<file path="config.mk">
export PLATFORM = sky130hd
export DESIGN_NAME = prl_limiter
export DESIGN_NICKNAME = d
export VERILOG_FILES = /design/src/verilog/prl_pkg.sv /design/src/verilog/prl_limiter.sv
export SDC_FILE = /design/constraint.sdc
export NUM_CORES = 1
export LEC_CHECK = 0
export ABC_CLOCK_PERIOD_IN_PS = 8130
export BUFFER_PORTS_ARGS = -buffer_cell sky130_fd_sc_hd__buf_2
export CORE_MARGIN = 4
export CORE_UTILIZATION = 25
export CTS_BUF_LIST = sky130_fd_sc_hd__clkbuf_4 sky130_fd_sc_hd__clkbuf_8
export CTS_CLUSTER_SIZE = 10
export DETAILED_ROUTE_END_ITERATION = 10
export PLACE_DENSITY = 0.51
export SLEW_MARGIN = 20
export SYNTH_ARGS = -nofsm -noshare
export SYNTH_HDL_FRONTEND = slang
export SYNTH_SLANG_ARGS = --single-unit
</file>
<file path="constraint.sdc">
create_clock -name CLK_I -period 8.13 [get_ports CLK_I]
set_input_delay 2.439 -clock CLK_I [delete_from_list [all_inputs] [get_ports CLK_I]]
set_output_delay 2.439 -clock CLK_I [all_outputs]
set_load 0.05 [all_outputs]
</file>
<file path="src/verilog/prl_pkg.sv">
// Constants and types of the port ingress rate limiter.
// Assumes a 20 MHz core clock and byte-wide registers at their port offsets.
package prl_pkg;

    // ==========================================================
    // Register offsets within one port.
    localparam logic [11:0] OFS_CTRL   = 12'h403;
    localparam logic [11:0] OFS_PRIO0  = 12'h410;
    localparam logic [11:0] OFS_PRIO7  = 12'h417;
    localparam logic [11:0] OFS_STATUS = 12'h418;

    // ==========================================================
    // Control register fields and reset values.
    localparam int         CTL_PORT_BIT = 6;
    localparam int         CTL_PKT_BIT  = 5;
    localparam int         CTL_FC_BIT   = 4;
    localparam int         CTL_MODE_HI  = 3;
    localparam int         CTL_MODE_LO  = 2;
    localparam int         CTL_IFG_BIT  = 1;
    localparam int         CTL_PRE_BIT  = 0;
    localparam logic [6:0] CTRL_RST     = 7'h00;
    localparam logic [6:0] CODE_RST     = 7'h00;

    // ==========================================================
    // Frame classes.
    localparam logic [1:0] CLS_ALL   = 2'h0;
    localparam logic [1:0] CLS_FLOOD = 2'h1;
    localparam logic [1:0] CLS_MULTI = 2'h2;
    localparam logic [1:0] CLS_BCAST = 2'h3;

    // ==========================================================
    // Accounting: one interval of 125 ms makes every rate a whole number.
    localparam int unsigned  CLK_PERIOD_NS = 50;
    localparam int unsigned  INTERVAL_NS   = 125000000;
    localparam int unsigned  INTERVAL_CYC  = INTERVAL_NS / CLK_PERIOD_NS;
    localparam logic [31:0]  IFG_BYTES     = 32'h0000000C;
    localparam logic [31:0]  PRE_BYTES     = 32'h00000008;
    // Bytes per interval at 1 Mbps, packets per interval at 1.92k pps.
    localparam logic [31:0]  BIT_UNIT      = 32'h00003D09;
    localparam logic [31:0]  PKT_UNIT      = 32'h000000F0;
    // Low codes: 64 kbps in bytes, 64 pps and 128 pps in packets.
    localparam logic [31:0]  BIT_LOW       = 32'h000003E8;
    localparam logic [31:0]  PKT_LOW_FIRST = 32'h00000008;
    localparam logic [31:0]  PKT_LOW_STEP  = 32'h00000010;
    localparam logic [6:0]   CODE_LINE     = 7'h00;
    localparam logic [6:0]   CODE_MID_LO   = 7'h0A;
    localparam logic [6:0]   CODE_MID_HI   = 7'h64;
    localparam logic [6:0]   CODE_LOW_HI   = 7'h73;

    typedef enum logic [1:0] {SPD_10, SPD_100, SPD_1000} prl_speed_e;

    typedef struct packed {
        logic [13:0] len;
        logic [2:0]  prio;
        logic        bcast;
        logic        mcast;
        logic        flood;
    } prl_frame_s;

endpackage

</file>
<file path="src/verilog/prl_limiter.sv">
// Ingress rate policing for one switch port.
// Assumes frame descriptors and link speed come from the port MAC on CLK_I.
`timescale 1ns/10ps

// Behaviour
// - Control bit 6 set limits all port traffic with one code, clear limits only priority-0 traffic.
// - Control bit 5 set measures packets per interval, clear measures bits.
// - With bit 4 and port flow control both on, an exceeded rate raises flow control.
// - Bits 3:2 pick the counted class: all, flood+multi+bcast, multi+bcast, bcast.
// - The gap bit adds twelve bytes per counted frame.
// - The preamble bit adds eight bytes per counted frame.
// - The gap and preamble bits are ignored in packet mode.
// - The priority-0 register holds a 7-bit code, reset zero, bit 7 reads zero.
// - A new priority-0 code takes effect only when the priority-7 register is written.
// - Codes 1 to 10 give code times 1 Mbps, or code times the packet unit (ten times that at 1000M).
// - Codes 11 to 100 hold 10 Mbps at 10M and scale per code at 100M and 1000M.
// - Codes 101 to 115 give the fixed low rates with speed-dependent scaling.
module prl_limiter
    import prl_pkg::*;
#(
    parameter int unsigned INTERVAL_CYCLES = INTERVAL_CYC
) (
    // Clock and reset
    input  wire logic        CLK_I,
    input  wire logic        SRST_I,
    // Register port
    input  wire logic [11:0] ADDR_I,
    input  wire logic [7:0]  WDATA_I,
    input  wire logic        WR_I,
    input  wire logic        RD_I,
    output logic      [7:0]  RDATA_O,
    // Port MAC side
    input  wire logic        FRM_VALID_I,
    input  prl_frame_s       FRM_I,
    input  prl_speed_e       LINK_SPEED_I,
    input  wire logic        PORT_FC_EN_I,
    output logic             FRM_DONE_O,
    output logic             FRM_DROP_O,
    output logic             FLOW_CTRL_O
);

    // ==========================================================
    // Rate code to allowance per interval.
    function automatic logic [31:0] rate_allow(input logic [6:0] code,
                                               input prl_speed_e spd,
                                               input logic pkt);
        logic [31:0] c;
        logic [31:0] n;
        logic [31:0] unit;
        logic [31:0] line;
        logic [31:0] scale;
        logic [31:0] low;
        c     = {25'h0000000, code};
        n     = c - {25'h0000000, CODE_MID_HI};
        unit  = pkt ? PKT_UNIT : BIT_UNIT;
        line  = (spd == SPD_1000) ? 32'h000003E8 :
                (spd == SPD_100)  ? 32'h00000064 : 32'h0000000A;
        scale = (spd == SPD_1000 && (pkt || code > CODE_MID_LO)) ?
                32'h0000000A : 32'h00000001;
        if (pkt) begin
            low = (n == 32'h00000001) ? PKT_LOW_FIRST : PKT_LOW_STEP * (n - 32'h00000001);
            if (spd == SPD_1000) begin
                low = low * 32'h0000000A;
            end
        end else begin
            low = BIT_LOW * n;
            if (spd == SPD_1000 || (spd == SPD_100 && n <= 32'h00000003)) begin
                low = low * 32'h0000000A;
            end
        end
        if (code == CODE_LINE || code > CODE_LOW_HI) begin
            rate_allow = unit * line;
        end else if (code <= CODE_MID_LO) begin
            rate_allow = c * unit * scale;
        end else if (code <= CODE_MID_HI) begin
            // Packet limit at 10M is undefined here; it falls back to line rate.
            rate_allow = (spd == SPD_10) ? unit * 32'h0000000A : c * unit * scale;
        end else begin
            rate_allow = low;
        end
    endfunction

    function automatic logic class_hit(input logic [1:0] mode, input prl_frame_s f);
        unique case (mode)
            CLS_ALL:   class_hit = 1'b1;
            CLS_FLOOD: class_hit = f.bcast | f.mcast | f.flood;
            CLS_MULTI: class_hit = f.bcast | f.mcast;
            CLS_BCAST: class_hit = f.bcast;
        endcase
    endfunction

    // ==========================================================
    // Registers.
    logic [6:0]  ctrl_r;
    logic [6:0]  pend_code_r;
    logic [6:0]  act_code_r;
    logic [31:0] allow_r;
    logic [31:0] used_r;
    logic [31:0] tick_cnt_r;
    logic        wr_ctrl;
    logic        wr_p0;
    logic        wr_p7;

    assign wr_ctrl = WR_I && ADDR_I == OFS_CTRL;
    assign wr_p0   = WR_I && ADDR_I == OFS_PRIO0;
    assign wr_p7   = WR_I && ADDR_I == OFS_PRIO7;

    always_ff @(posedge CLK_I) begin
        if (SRST_I) begin
            ctrl_r <= CTRL_RST;
        end else if (wr_ctrl) begin
            ctrl_r <= WDATA_I[6:0];
        end
    end

    always_ff @(posedge CLK_I) begin
        if (SRST_I) begin
            pend_code_r <= CODE_RST;
        end else if (wr_p0) begin
            pend_code_r <= WDATA_I[6:0];
        end
    end

    always_ff @(posedge CLK_I) begin
        if (SRST_I) begin
            act_code_r <= CODE_RST;
        end else if (wr_p7) begin
            act_code_r <= pend_code_r;
        end
    end

    always_ff @(posedge CLK_I) begin
        if (SRST_I) begin
            RDATA_O <= 8'h00;
        end else if (RD_I) begin
            unique case (ADDR_I)
                OFS_CTRL:   RDATA_O <= {1'b0, ctrl_r};
                OFS_PRIO0:  RDATA_O <= {1'b0, pend_code_r};
                OFS_STATUS: RDATA_O <= {FLOW_CTRL_O, act_code_r};
                default:    RDATA_O <= 8'h00;
            endcase
        end else begin
            RDATA_O <= 8'h00;
        end
    end

    // ==========================================================
    // Accounting.
    logic        pkt_mode;
    logic        fc_eff;
    logic        counted;
    logic        over;
    logic        drop;
    logic        tick;
    logic [31:0] cost;

    assign pkt_mode = ctrl_r[CTL_PKT_BIT];
    assign fc_eff   = ctrl_r[CTL_FC_BIT] & PORT_FC_EN_I;
    assign counted  = FRM_VALID_I
                    && class_hit(ctrl_r[CTL_MODE_HI:CTL_MODE_LO], FRM_I)
                    && (ctrl_r[CTL_PORT_BIT] || FRM_I.prio == 3'h0);
    assign tick     = tick_cnt_r >= INTERVAL_CYCLES - 1;
    assign over     = (used_r + cost) > allow_r;
    assign drop     = counted && over && !fc_eff;

    always_comb begin
        if (pkt_mode) begin
            cost = 32'h00000001;
        end else begin
            cost = {18'h00000, FRM_I.len}
                 + (ctrl_r[CTL_IFG_BIT] ? IFG_BYTES : 32'h00000000)
                 + (ctrl_r[CTL_PRE_BIT] ? PRE_BYTES : 32'h00000000);
        end
    end

    // The allowance is refreshed every cycle, so a speed change acts one cycle later.
    always_ff @(posedge CLK_I) begin
        if (SRST_I) begin
            allow_r <= 32'h00000000;
        end else begin
            allow_r <= rate_allow(act_code_r, LINK_SPEED_I, pkt_mode);
        end
    end

    always_ff @(posedge CLK_I) begin
        if (SRST_I || tick) begin
            tick_cnt_r <= 32'h00000000;
        end else begin
            tick_cnt_r <= tick_cnt_r + 32'h00000001;
        end
    end

    // A frame accepted on the boundary cycle opens the new interval.
    always_ff @(posedge CLK_I) begin
        if (SRST_I) begin
            used_r <= 32'h00000000;
        end else if (tick) begin
            used_r <= (counted && !drop) ? cost : 32'h00000000;
        end else if (counted && !drop) begin
            used_r <= used_r + cost;
        end
    end

    always_ff @(posedge CLK_I) begin
        if (SRST_I || !fc_eff) begin
            FLOW_CTRL_O <= 1'b0;
        end else if (counted && over) begin
            FLOW_CTRL_O <= 1'b1;
        end else if (tick) begin
            FLOW_CTRL_O <= 1'b0;
        end
    end

    always_ff @(posedge CLK_I) begin
        if (SRST_I) begin
            FRM_DONE_O <= 1'b0;
            FRM_DROP_O <= 1'b0;
        end else begin
            FRM_DONE_O <= FRM_VALID_I;
            FRM_DROP_O <= drop;
        end
    end
endmodule

</file>
Yosys cells after proc, flatten, opt, wreduce, memory -nomap -nowiden:

Index checks and enable logic that the tools add are counted.

* bits in registers: 128
* word-level logic and storage cells: 91

* add/sub/neg operators: 6
* $mul: 7
* order comparisons: 7
* eq/ne operators: 10
* mux-type cells: 22
* bitwise logic cells: 4
* reduce and logical (&&, ||, !) cells: 25

Operators with widths (number)
* $mux 32: 10
* $eq 12x11->1 const B: 4
* $add 32x1->32 const B: 1
* $add 32x32->32: 1
* $eq 32x1->1 const B: 1
* $ge 32x22->1 const B: 1
* $gt 32x32->1: 1
* $le 32x2->1 const B: 1
* $mul 32x3->31 const B: 1
* $mul 7x32->29 const A: 1
* $mul 29x3->28 const B: 1
* $mul 21x4->25: 1
* $mux 25: 1
* $mul 14x10->24: 1
* $pmux 8 s3: 1
* $mul 7x14->21: 1
* $mul 14x3->17 const B: 1
* $add 15x4->16: 1
* $mux 16: 1
* $add 14x4->15: 1
* $mux 14: 1
* $mux 4: 3
* $logic_and 1x1->1: 10
* $mux 10: 1
* 21 further kinds: 34

Longest topological paths before layout:

Gate-level depths: netlist of the first run.

* word-level depth: 12
* mapped depth: 37

Least setup slack after synthesis of the first run:

Ideal clock, no wire load.

* kind: reg2reg
* start point: register ctrl_r[5]
* end point: register allow_r[24]
* arrival: 7.990 ns
* required time: 8.003 ns
* path slack: 0.013 ns
* cell stages (with the launch flop): 37
* path buffers: 4
* clock period less this slack: 8.117 ns
* cell sequence: dfxtp_1 clkbuf_1 buf_1 clkbuf_1 buf_1 nand2_1 fa_1 inv_1 ha_1 fa_1 inv_1 fa_1 inv_1 ha_1 o21ai_0 a21boi_0 o41ai_1 o21bai_1 a21o_1 a21oi_1 xor2_1 nor2_1 ha_1 inv_1 fa_1 inv_1 ha_1 a21oi_1 o21bai_1 a21oi_1 o21ai_0 a31oi_1 o21ai_1 and3_1 o21ai_0 a21oi_1 or3_1

* word-level cells in the longest chain between the ends: 8

RTL lines
* start, declared: RTL line prl_limiter.sv:94 `logic [6:0] ctrl_r;`
* start signal, assigned: RTL line prl_limiter.sv:112 `ctrl_r <= WDATA_I[6:0];`
* parallel branches: the longest is 6 deep, another holds $mul 21x4->25
* $mux 32 *: RTL line prl_limiter.sv:73 `end else if (code <= CODE_MID_LO) begin`
* $mux 32 *: RTL line prl_limiter.sv:71 `if (code == CODE_LINE || code > CODE_LOW_HI) begin`
* end signal, assigned: RTL line prl_limiter.sv:181 `allow_r <= rate_allow(act_code_r, LINK_SPEED_I, pkt_mode);`
* end, declared: RTL line prl_limiter.sv:97 `logic [31:0] allow_r;`

Mark *: on every way between the ends.
A chain may end at the register's enable or synchronous reset.

Final worst setup path of the first run:

* start point: input port FRM_I[9] (netlist name)
* end point: register used_r[21]

* word-level cells in the longest chain between the ends: 10

RTL lines
* start, declared: RTL line prl_limiter.sv:34 `input prl_frame_s FRM_I,`
* $add 14x4->15 *: RTL line prl_limiter.sv:171 `+ (ctrl_r[CTL_IFG_BIT] ? IFG_BYTES : 32'h00000000)`
* $add 15x4->16 *: RTL line prl_limiter.sv:172 `+ (ctrl_r[CTL_PRE_BIT] ? PRE_BYTES : 32'h00000000);`
* $mux 16 *: RTL line prl_limiter.sv:167 `if (pkt_mode) begin`
* $add 32x32->32 *: RTL line prl_limiter.sv:163, prl_limiter.sv:200
* $gt 32x32->1: RTL line prl_limiter.sv:163 `assign over = (used_r + cost) > allow_r;`
* $logic_and 1x1->1 (2 in a row): RTL line prl_limiter.sv:164 `assign drop = counted && over && !fc_eff;`
* $logic_not 1->1: RTL line prl_limiter.sv:199 `end else if (counted && !drop) begin`
* $logic_and 1x1->1: RTL line prl_limiter.sv:199
* $reduce_bool 2->1 (no source line)
* end signal, assigned: RTL line prl_limiter.sv:198 `used_r <= (counted && !drop) ? cost : 32'h00000000;`
* end signal, assigned: RTL line prl_limiter.sv:200 `used_r <= used_r + cost;`
* end, declared: RTL line prl_limiter.sv:98 `logic [31:0] used_r;`

Mark *: on every way between the ends. The rest lies on a longest branch, timed or not. The select of a mux whose other input is x is not followed.

==> reports/qor.yml, run 1 <==
outcome: "completed"
syn2layout_area_growth_pct: 14.92
synth-edff-count: 0
die-width_um: 270.2
reg2reg_slack_ps: 490
postRouteAntennaNets: 0
tns_ps: 0
worst_hold_slack_ps: 466.8
path_max_fanout: 6
ys_async_sr_fraction_pct: 0
root_buffer: "clkbuf_8"
synth_xor_area_share_pct: 9.886
fillers: 7185
clock_latency_ps: 440
skew_ps: 17.09
initial_utilization_pct: 25.41
r2r_end: "allow_r[24]$_SDFF_PP0_"
io_buffers: 57
synth-compound-area-share_pct: 16.25
gp_congestion: 0.8496
grt_pass1_vias: 15110
coreArea_mm2: 0.06763
vias: 14920
clock_sinks: 128
drt_iter0_markers: 887
hold_buffers: 0
path_buf_inv: 8
yosysUniqueCellTypes: 75
rows: 95
die_h_um: 270.2
overflow: 0
syn-cell-area_mm2: 0.01719
pin_count: 59
wl_per_cell_um: 15.13
relSlewSlack_pct: 34.20
die_area_mm2: 0.07301
grt_use_total_pct: 12.74
yosys.area_share.simple_pct: 16.38
cp.arrival_ps: 8210
htree_num_levels: 4
routed_wl_mm: 47.58
critPathMaxStageDelay_ps: 540
drc_errors: 0
fin_crit_sh_pct: 96.96
numCtsBuffers: 17
grt_max_degree: 43
syn_avg_cell_area_um2: 8.062
cts_max_path_buffers: 2
critPathKind: "input port to flip-flop"
antenna_found_initial: 1
finish.utilization_pct: 29.21
whs_path_depth: 2
worstPathRequired_ps: 8460
r2r-start: "act_code_r[2]$_SDFFE_PP0P_"
maxSlewViolCount: 0
synth.area.mux_share_pct: 1.565
cap_viol_max_count: 0
critical_path.top_delay_family: "compound AO/OA/AOI/OAI gates"
min_path_type: "flip-flop to flip-flop"
diodes: 0
fin_crit_ps: 7883
startpoint_type: "input port"
hp-start: "used_r[0]$_SDFFE_PP0P_"
ys_ff_latch: 128
regArea_mm2: 0.002569
cp_slowest_cell: "fa_1"
drive_above_1_share_pct: 11.80
irDropWorstVdd_uv: 83.06
cp-end-kind: "flip-flop"
grt_pass1_wl_mm: 77.42
hold_end: "used_r[0]$_SDFFE_PP0P_"
final-setup-viol-count: 0
yosysSeqAreaShare_pct: 14.91
fmax_mhz: 126.9
fin_nets: 2707
syn_inst: 2132
tritoncts: "yes"
synth_top_family_by_area: "adder cells"
vias_per_cell: 4.743
leakagePower_nw: 9.291
r2r_cells: 32
tightest_slew_ps: 983.4
power_density_mw_per_mm2: 77.61
synthAdderAreaFrac_pct: 33.27
clk_pin_slew_worst_paths_ps: 80
hpwl_mm: 39.29
yosysWarnings: 0
synth_ff_type: "dfxtp_1"
cpMostUsedCell: "buf_4"
finalHoldViolCount: 0
firstDrtPassIters: 7
power_mw: 1.533
multi_input_area_mm2: 0.01358
where the power goes:
part | switching (mW) | total [mW] | internal [mW]
sequential | 0.00665 | 0.653 | 0.646
clock | 0.276 | 0.567 | 0.290
combinational | 0.173 | 0.314 | 0.141
total | 0.456 | 1.53 | 1.08
layout make-up:
type / instances / share of cell area (%)
multi-input cells: 1672 / 68.75
flip-flops and latches: 128 / 13.00
well taps: 873 / 5.530
inverters: 286 / 5.435
repair buffers: 154 / 5.219
clock buffers: 19 / 1.292
clock inverters: 13 / 0.7728
flip-flops by register name (all words and copies together), names as in the netlist, 7 cells and up:
name,flops
allow_r,32
RDATA_O,8
used_r,32
pend_code_r,7
tick_cnt_r,32
act_code_r,7
ctrl_r,7
synthesized netlist by cell type, types with 6 or more instances:
| master | number | area [µm²] |
|---|---|---|
| a211oi_1 | 24 | 180.2 |
| a21o_1 | 37 | 277.8 |
| a21oi_1 | 134 | 670.6 |
| a221oi_1 | 9 | 78.83 |
| a222oi_1 | 8 | 80.08 |
| a22oi_1 | 14 | 105.1 |
| a31oi_1 | 21 | 131.4 |
| and2_1 | 14 | 87.58 |
| and3_1 | 21 | 131.4 |
| buf_1 | 11 | 41.29 |
| clkbuf_1 | 46 | 172.7 |
| dfxtp_1 | 128 | 2562 |
| fa_1 | 95 | 1902 |
| ha_1 | 305 | 3816 |
| inv_1 | 283 | 1062 |
| mux2_2 | 15 | 168.9 |
| mux2i_1 | 10 | 100.1 |
| nand2_1 | 150 | 563.0 |
| nand2b_1 | 27 | 168.9 |
| nand3_1 | 51 | 255.2 |
| nand4_1 | 23 | 143.9 |
| nor2_1 | 210 | 788.3 |
| nor2b_1 | 21 | 131.4 |
| nor3_1 | 36 | 180.2 |
| nor4_1 | 6 | 37.54 |
| o211ai_1 | 13 | 97.59 |
| o21a_1 | 17 | 127.6 |
| o21ai_0 | 69 | 345.3 |
| o21ai_1 | 9 | 45.04 |
| o21bai_1 | 17 | 127.6 |
| o22ai_1 | 7 | 43.79 |
| o31ai_1 | 7 | 52.55 |
| or2_2 | 10 | 62.56 |
| or3_1 | 12 | 75.07 |
| xnor2_1 | 105 | 919.6 |
| xor2_1 | 89 | 779.5 |
how the worst max path moves through the flow:
stage,start,endpoint,depth (start not counted)
after floorplan,ctrl_r[5]$_SDFFE_PP0P_,allow_r[24]$_SDFF_PP0_,36
after global placement,FRM_I[9],used_r[14]$_SDFFE_PP0P_,26
after detailed placement,FRM_I[9],used_r[14]$_SDFFE_PP0P_,26
after CTS,FRM_I[9],used_r[14]$_SDFFE_PP0P_,28
after global routing,FRM_I[9],used_r[21]$_SDFFE_PP0P_,30
final,FRM_I[9],used_r[21]$_SDFFE_PP0P_,32
cells by family after synthesis:
| group | count (synthesis) |
|---|---|
| AO/OA/AOI/OAI | 431 |
| XOR/XNOR | 194 |
| adder cells (fa/ha/maj) | 400 |
| buffers and inverters | 348 |
| flip-flops | 128 |
| multiplexers | 25 |
| other | 2 |
| AND/OR/NAND/NOR | 604 |
per-layer routing:
| layer | GRT usage (%) | vias to the layer above | routed length [µm] |
|---|---|---|---|
| met2 | 21.55 | 329 | 22180 |
| li1 | - | 7464 | - |
| met3 | 1.643 | 47 | 2111 |
| met1 | 17.25 | 7076 | 22470 |
| met4 | 3.109 | 0 | 813 |
| met5 | 0 | - | 0 |
repair_timing:
| action | CTS | global route |
|---|---|---|
| endpoints found under the hold margin | 0 | 0 |
| setup endpoints to repair | 2 | 44 |
| gates cloned | 0 | 2 |
| setup buffers | 0 | 14 |
| pin swaps | 0 | 31 |
| resized for setup | 1 | 52 |
stage by stage:
step                      instances  setup slack [ps]  instance area (µm²)
after floorplan                2147             13.12                17240
after global placement         3099            -393.3                19020
after detailed placement       3099            -467.2                19020
after CTS                      3131             80.75                19440
after global routing           3145            -14.65                19750
final                          3145             247.1                19750
cells in the final DEF, fill, tap and decap left out, types with 17 or more instances in the layout:
cell      netlist  final
conb_1          2     17
xor2_1         89     87
xnor2_1       105    104
dfxtp_1       128    125
nor3_1         36     34
inv_1         283    282
nand2b_1       27     26
buf_4           2     93
nor2b_1        21     21
o21bai_1       17     17
ha_1          305    303
a31oi_1        21     19
buf_2           2     58
a21oi_1       134    130
and3_1         21     19
a211oi_1       24     23
nor2_1        210    210
fa_1           95     94
o21a_1         17     17
nand4_1        23     23
a21o_1         37     37
o21ai_0        69     66
nand2_1       150    148
nand3_1        51     49
clkbuf_8        0     18
worst register-to-register path: cells and delay by family (launching register included):
| family | cells | cell delay (ps) |
|---|---|---|
| AO/OA/AOI/OAI | 14 | 2340 |
| adder cells (fa/ha/maj) | 8 | 3310 |
| flip-flops | 1 | 480 |
| buffers and inverters | 5 | 260 |
| XOR/XNOR | 1 | 260 |
| AND/OR/NAND/NOR | 4 | 900 |
(Power assumes the default switching activity.)
==> run 2: changes to the inputs <==
- CAP_MARGIN: default -> 40
- SETUP_SLACK_MARGIN: default -> 0.4
- SKIP_LAST_GASP: default -> 1
==> reports/qor.yml, run 2 (synthesized netlist as in run 1, its figures left out) <==
outcome: "completed"
critPathMaxStageDelay_ps: 510  # -30 ps
grt_pass1_vias: 14870  # -1.6%
cts_max_path_buffers: 2  # unchanged
drt_iter0_markers: 807  # -9.0%
min_path_type: "flip-flop to flip-flop"
coreArea_mm2: 0.06763  # unchanged
drive_above_1_share_pct: 13.57  # +1.8 points
fillers: 7198  # +0.18%
pin_count: 59  # unchanged
die_area_mm2: 0.07301  # unchanged
startpoint_type: "input port"
numCtsBuffers: 17  # unchanged
grt_use_total_pct: 12.85  # +0.11 points
cp-end-kind: "flip-flop"
initial_utilization_pct: 25.41  # unchanged
rows: 95  # unchanged
finish.utilization_pct: 29.49  # +0.29 points
finalHoldViolCount: 0  # unchanged
vias_per_cell: 4.736  # -0.14%
drc_errors: 0  # unchanged
die-width_um: 270.2  # unchanged
cp_slowest_cell: "fa_1"
tightest_slew_ps: 875.8  # -107.6 ps
fmax_mhz: 129.1  # +1.8%
routed_wl_mm: 48.19  # +1.3%
final_cell_mix: "ha_1 (301), inv_1 (278), nor2_1 (206)"
grt_max_degree: 53  # +23%
final-setup-viol-count: 0  # unchanged
diodes: 0  # unchanged
gp_congestion: 0.8254  # -2.8%
htree_num_levels: 4  # unchanged
syn2layout_area_growth_pct: 16.06
rsz0062_at_grt: "yes"
worstPathRequired_ps: 8460  # about the same
hpwl_mm: 39.79  # +1.3%
clock_sinks: 128  # unchanged
reg2reg_slack_ps: 770  # +280 ps
fin_nets: 2704  # -0.11%
hold_buffers: 0  # unchanged
root_buffer: "clkbuf_8"
io_buffers: 57  # unchanged
postRouteAntennaNets: 0  # unchanged
fin_crit_sh_pct: 95.24  # -1.7 points
path_buf_inv: 5  # -3
tritoncts: "yes"
reg.largest.list: "allow_r (32), tick_cnt_r (32), used_r (32)"
path_max_fanout: 8  # +2
fin_crit_ps: 7743  # -139.9 ps
wl_per_cell_um: 15.34  # +1.4%
critPathKind: "input port to flip-flop"
worst_hold_slack_ps: 473.1  # +6.340 ps
antenna_found_initial: 4  # +3
vias: 14880  # -0.23%
firstDrtPassIters: 7  # unchanged
final_common_cell: "ha_1"
power_density_mw_per_mm2: 75.82  # -2.3%
clock_latency_ps: 450  # about the same
die_h_um: 270.2  # unchanged
maxSlewViolCount: 0  # unchanged
cp.arrival_ps: 8070  # -140 ps
irDropWorstVdd_uv: 102.6  # +24%
relSlewSlack_pct: 41.30  # +7.1 points
overflow: 0  # unchanged
cap_viol_max_count: 0  # unchanged
critical_path.top_delay_family: "simple AND/OR/NAND/NOR gates"
skew_ps: 15.56  # -1.530 ps
clk_pin_slew_worst_paths_ps: 80  # about the same
leakagePower_nw: 9.425  # +1.4%
power_mw: 1.513  # -1.3%
grt_pass1_wl_mm: 77.63  # +0.28%
run 2: cell types whose count changed in the layout (fill, tap and decap cells not counted), moves of 4 or more:
cell      change
buf_6         +8
nand2_4       +4
nand2_2       +9
nand2_1      -13
buf_4        -12
a21oi_2       +7
nor2_1        -4
inv_1         -4
a21oi_1       -5
a22oi_1       -8
a22oi_2       +8
clkinv_2      +4
run 2: per-layer routing:
layer / up-vias / part of all wire (%) / GRT usage [%]
li1: 7480 / - / -
met1: 7122 / 48 / 17.72
met2: 234 / 47 / 22.02
met3: 45 / 2.9 / 1.173
met4: 0 / 1.5 / 2.463
met5: - / 0 / 0
run 2: repair_timing:
action                                  4_1_cts  5_1_grt
gates cloned                                  1        0
pin swaps                                     8       40
gates resized for setup                      18       97
buffers inserted                              6       12
endpoints found under the setup margin       30       46
run 2: worst paths after layout:
kind                           from                 endpoint  depth (start not counted)
max                        FRM_I[9]  used_r[12]$_SDFFE_PP0P_                         28
max reg2reg  ctrl_r[5]$_SDFFE_PP0P_   allow_r[24]$_SDFF_PP0_                         34
min reg2reg  used_r[0]$_SDFFE_PP0P_   used_r[0]$_SDFFE_PP0P_                          2
min          used_r[0]$_SDFFE_PP0P_   used_r[0]$_SDFFE_PP0P_                          2
run 2: per-stage QoR:
stage | setup WS (ps) | TNS, ps | instances | instance area [µm²]
after CTS | 399.9 | 0 | 3129 | 19490
final | 386.9 | 0 | 3142 | 19950
after detailed placement | -259.5 | -4907 | 3090 | 18980
after floorplan | 348.4 | 0 | 2147 | 17290
after global routing | 173.3 | 0 | 3142 | 19950
after global placement | -130.6 | -1760 | 3089 | 18970
run 2: cell type report:
class | instances | area [µm²] | area share, %
flip-flops and latches | 128 | 2576 | 12.91
repair buffers | 151 | 1071 | 5.369
clock buffers | 19 | 255.2 | 1.280
clock inverters | 13 | 138.9 | 0.6962
well taps | 873 | 1092 | 5.476
inverters | 286 | 1080 | 5.413
multi-input cells | 1672 | 13730 | 68.85
run 2: power breakdown:
group	switching, mW	internal [mW]
Combinational	0.173	0.140
Sequential	0.00697	0.645
Clock	0.263	0.284
run 2: tightest hold or removal path: cells and delay by family, from the launching register on:
kind / cells / cell delay (ps)
AO/OA/AOI/OAI: 1 / 50
AND/OR/NAND/NOR: 1 / 60
flip-flops: 1 / 330
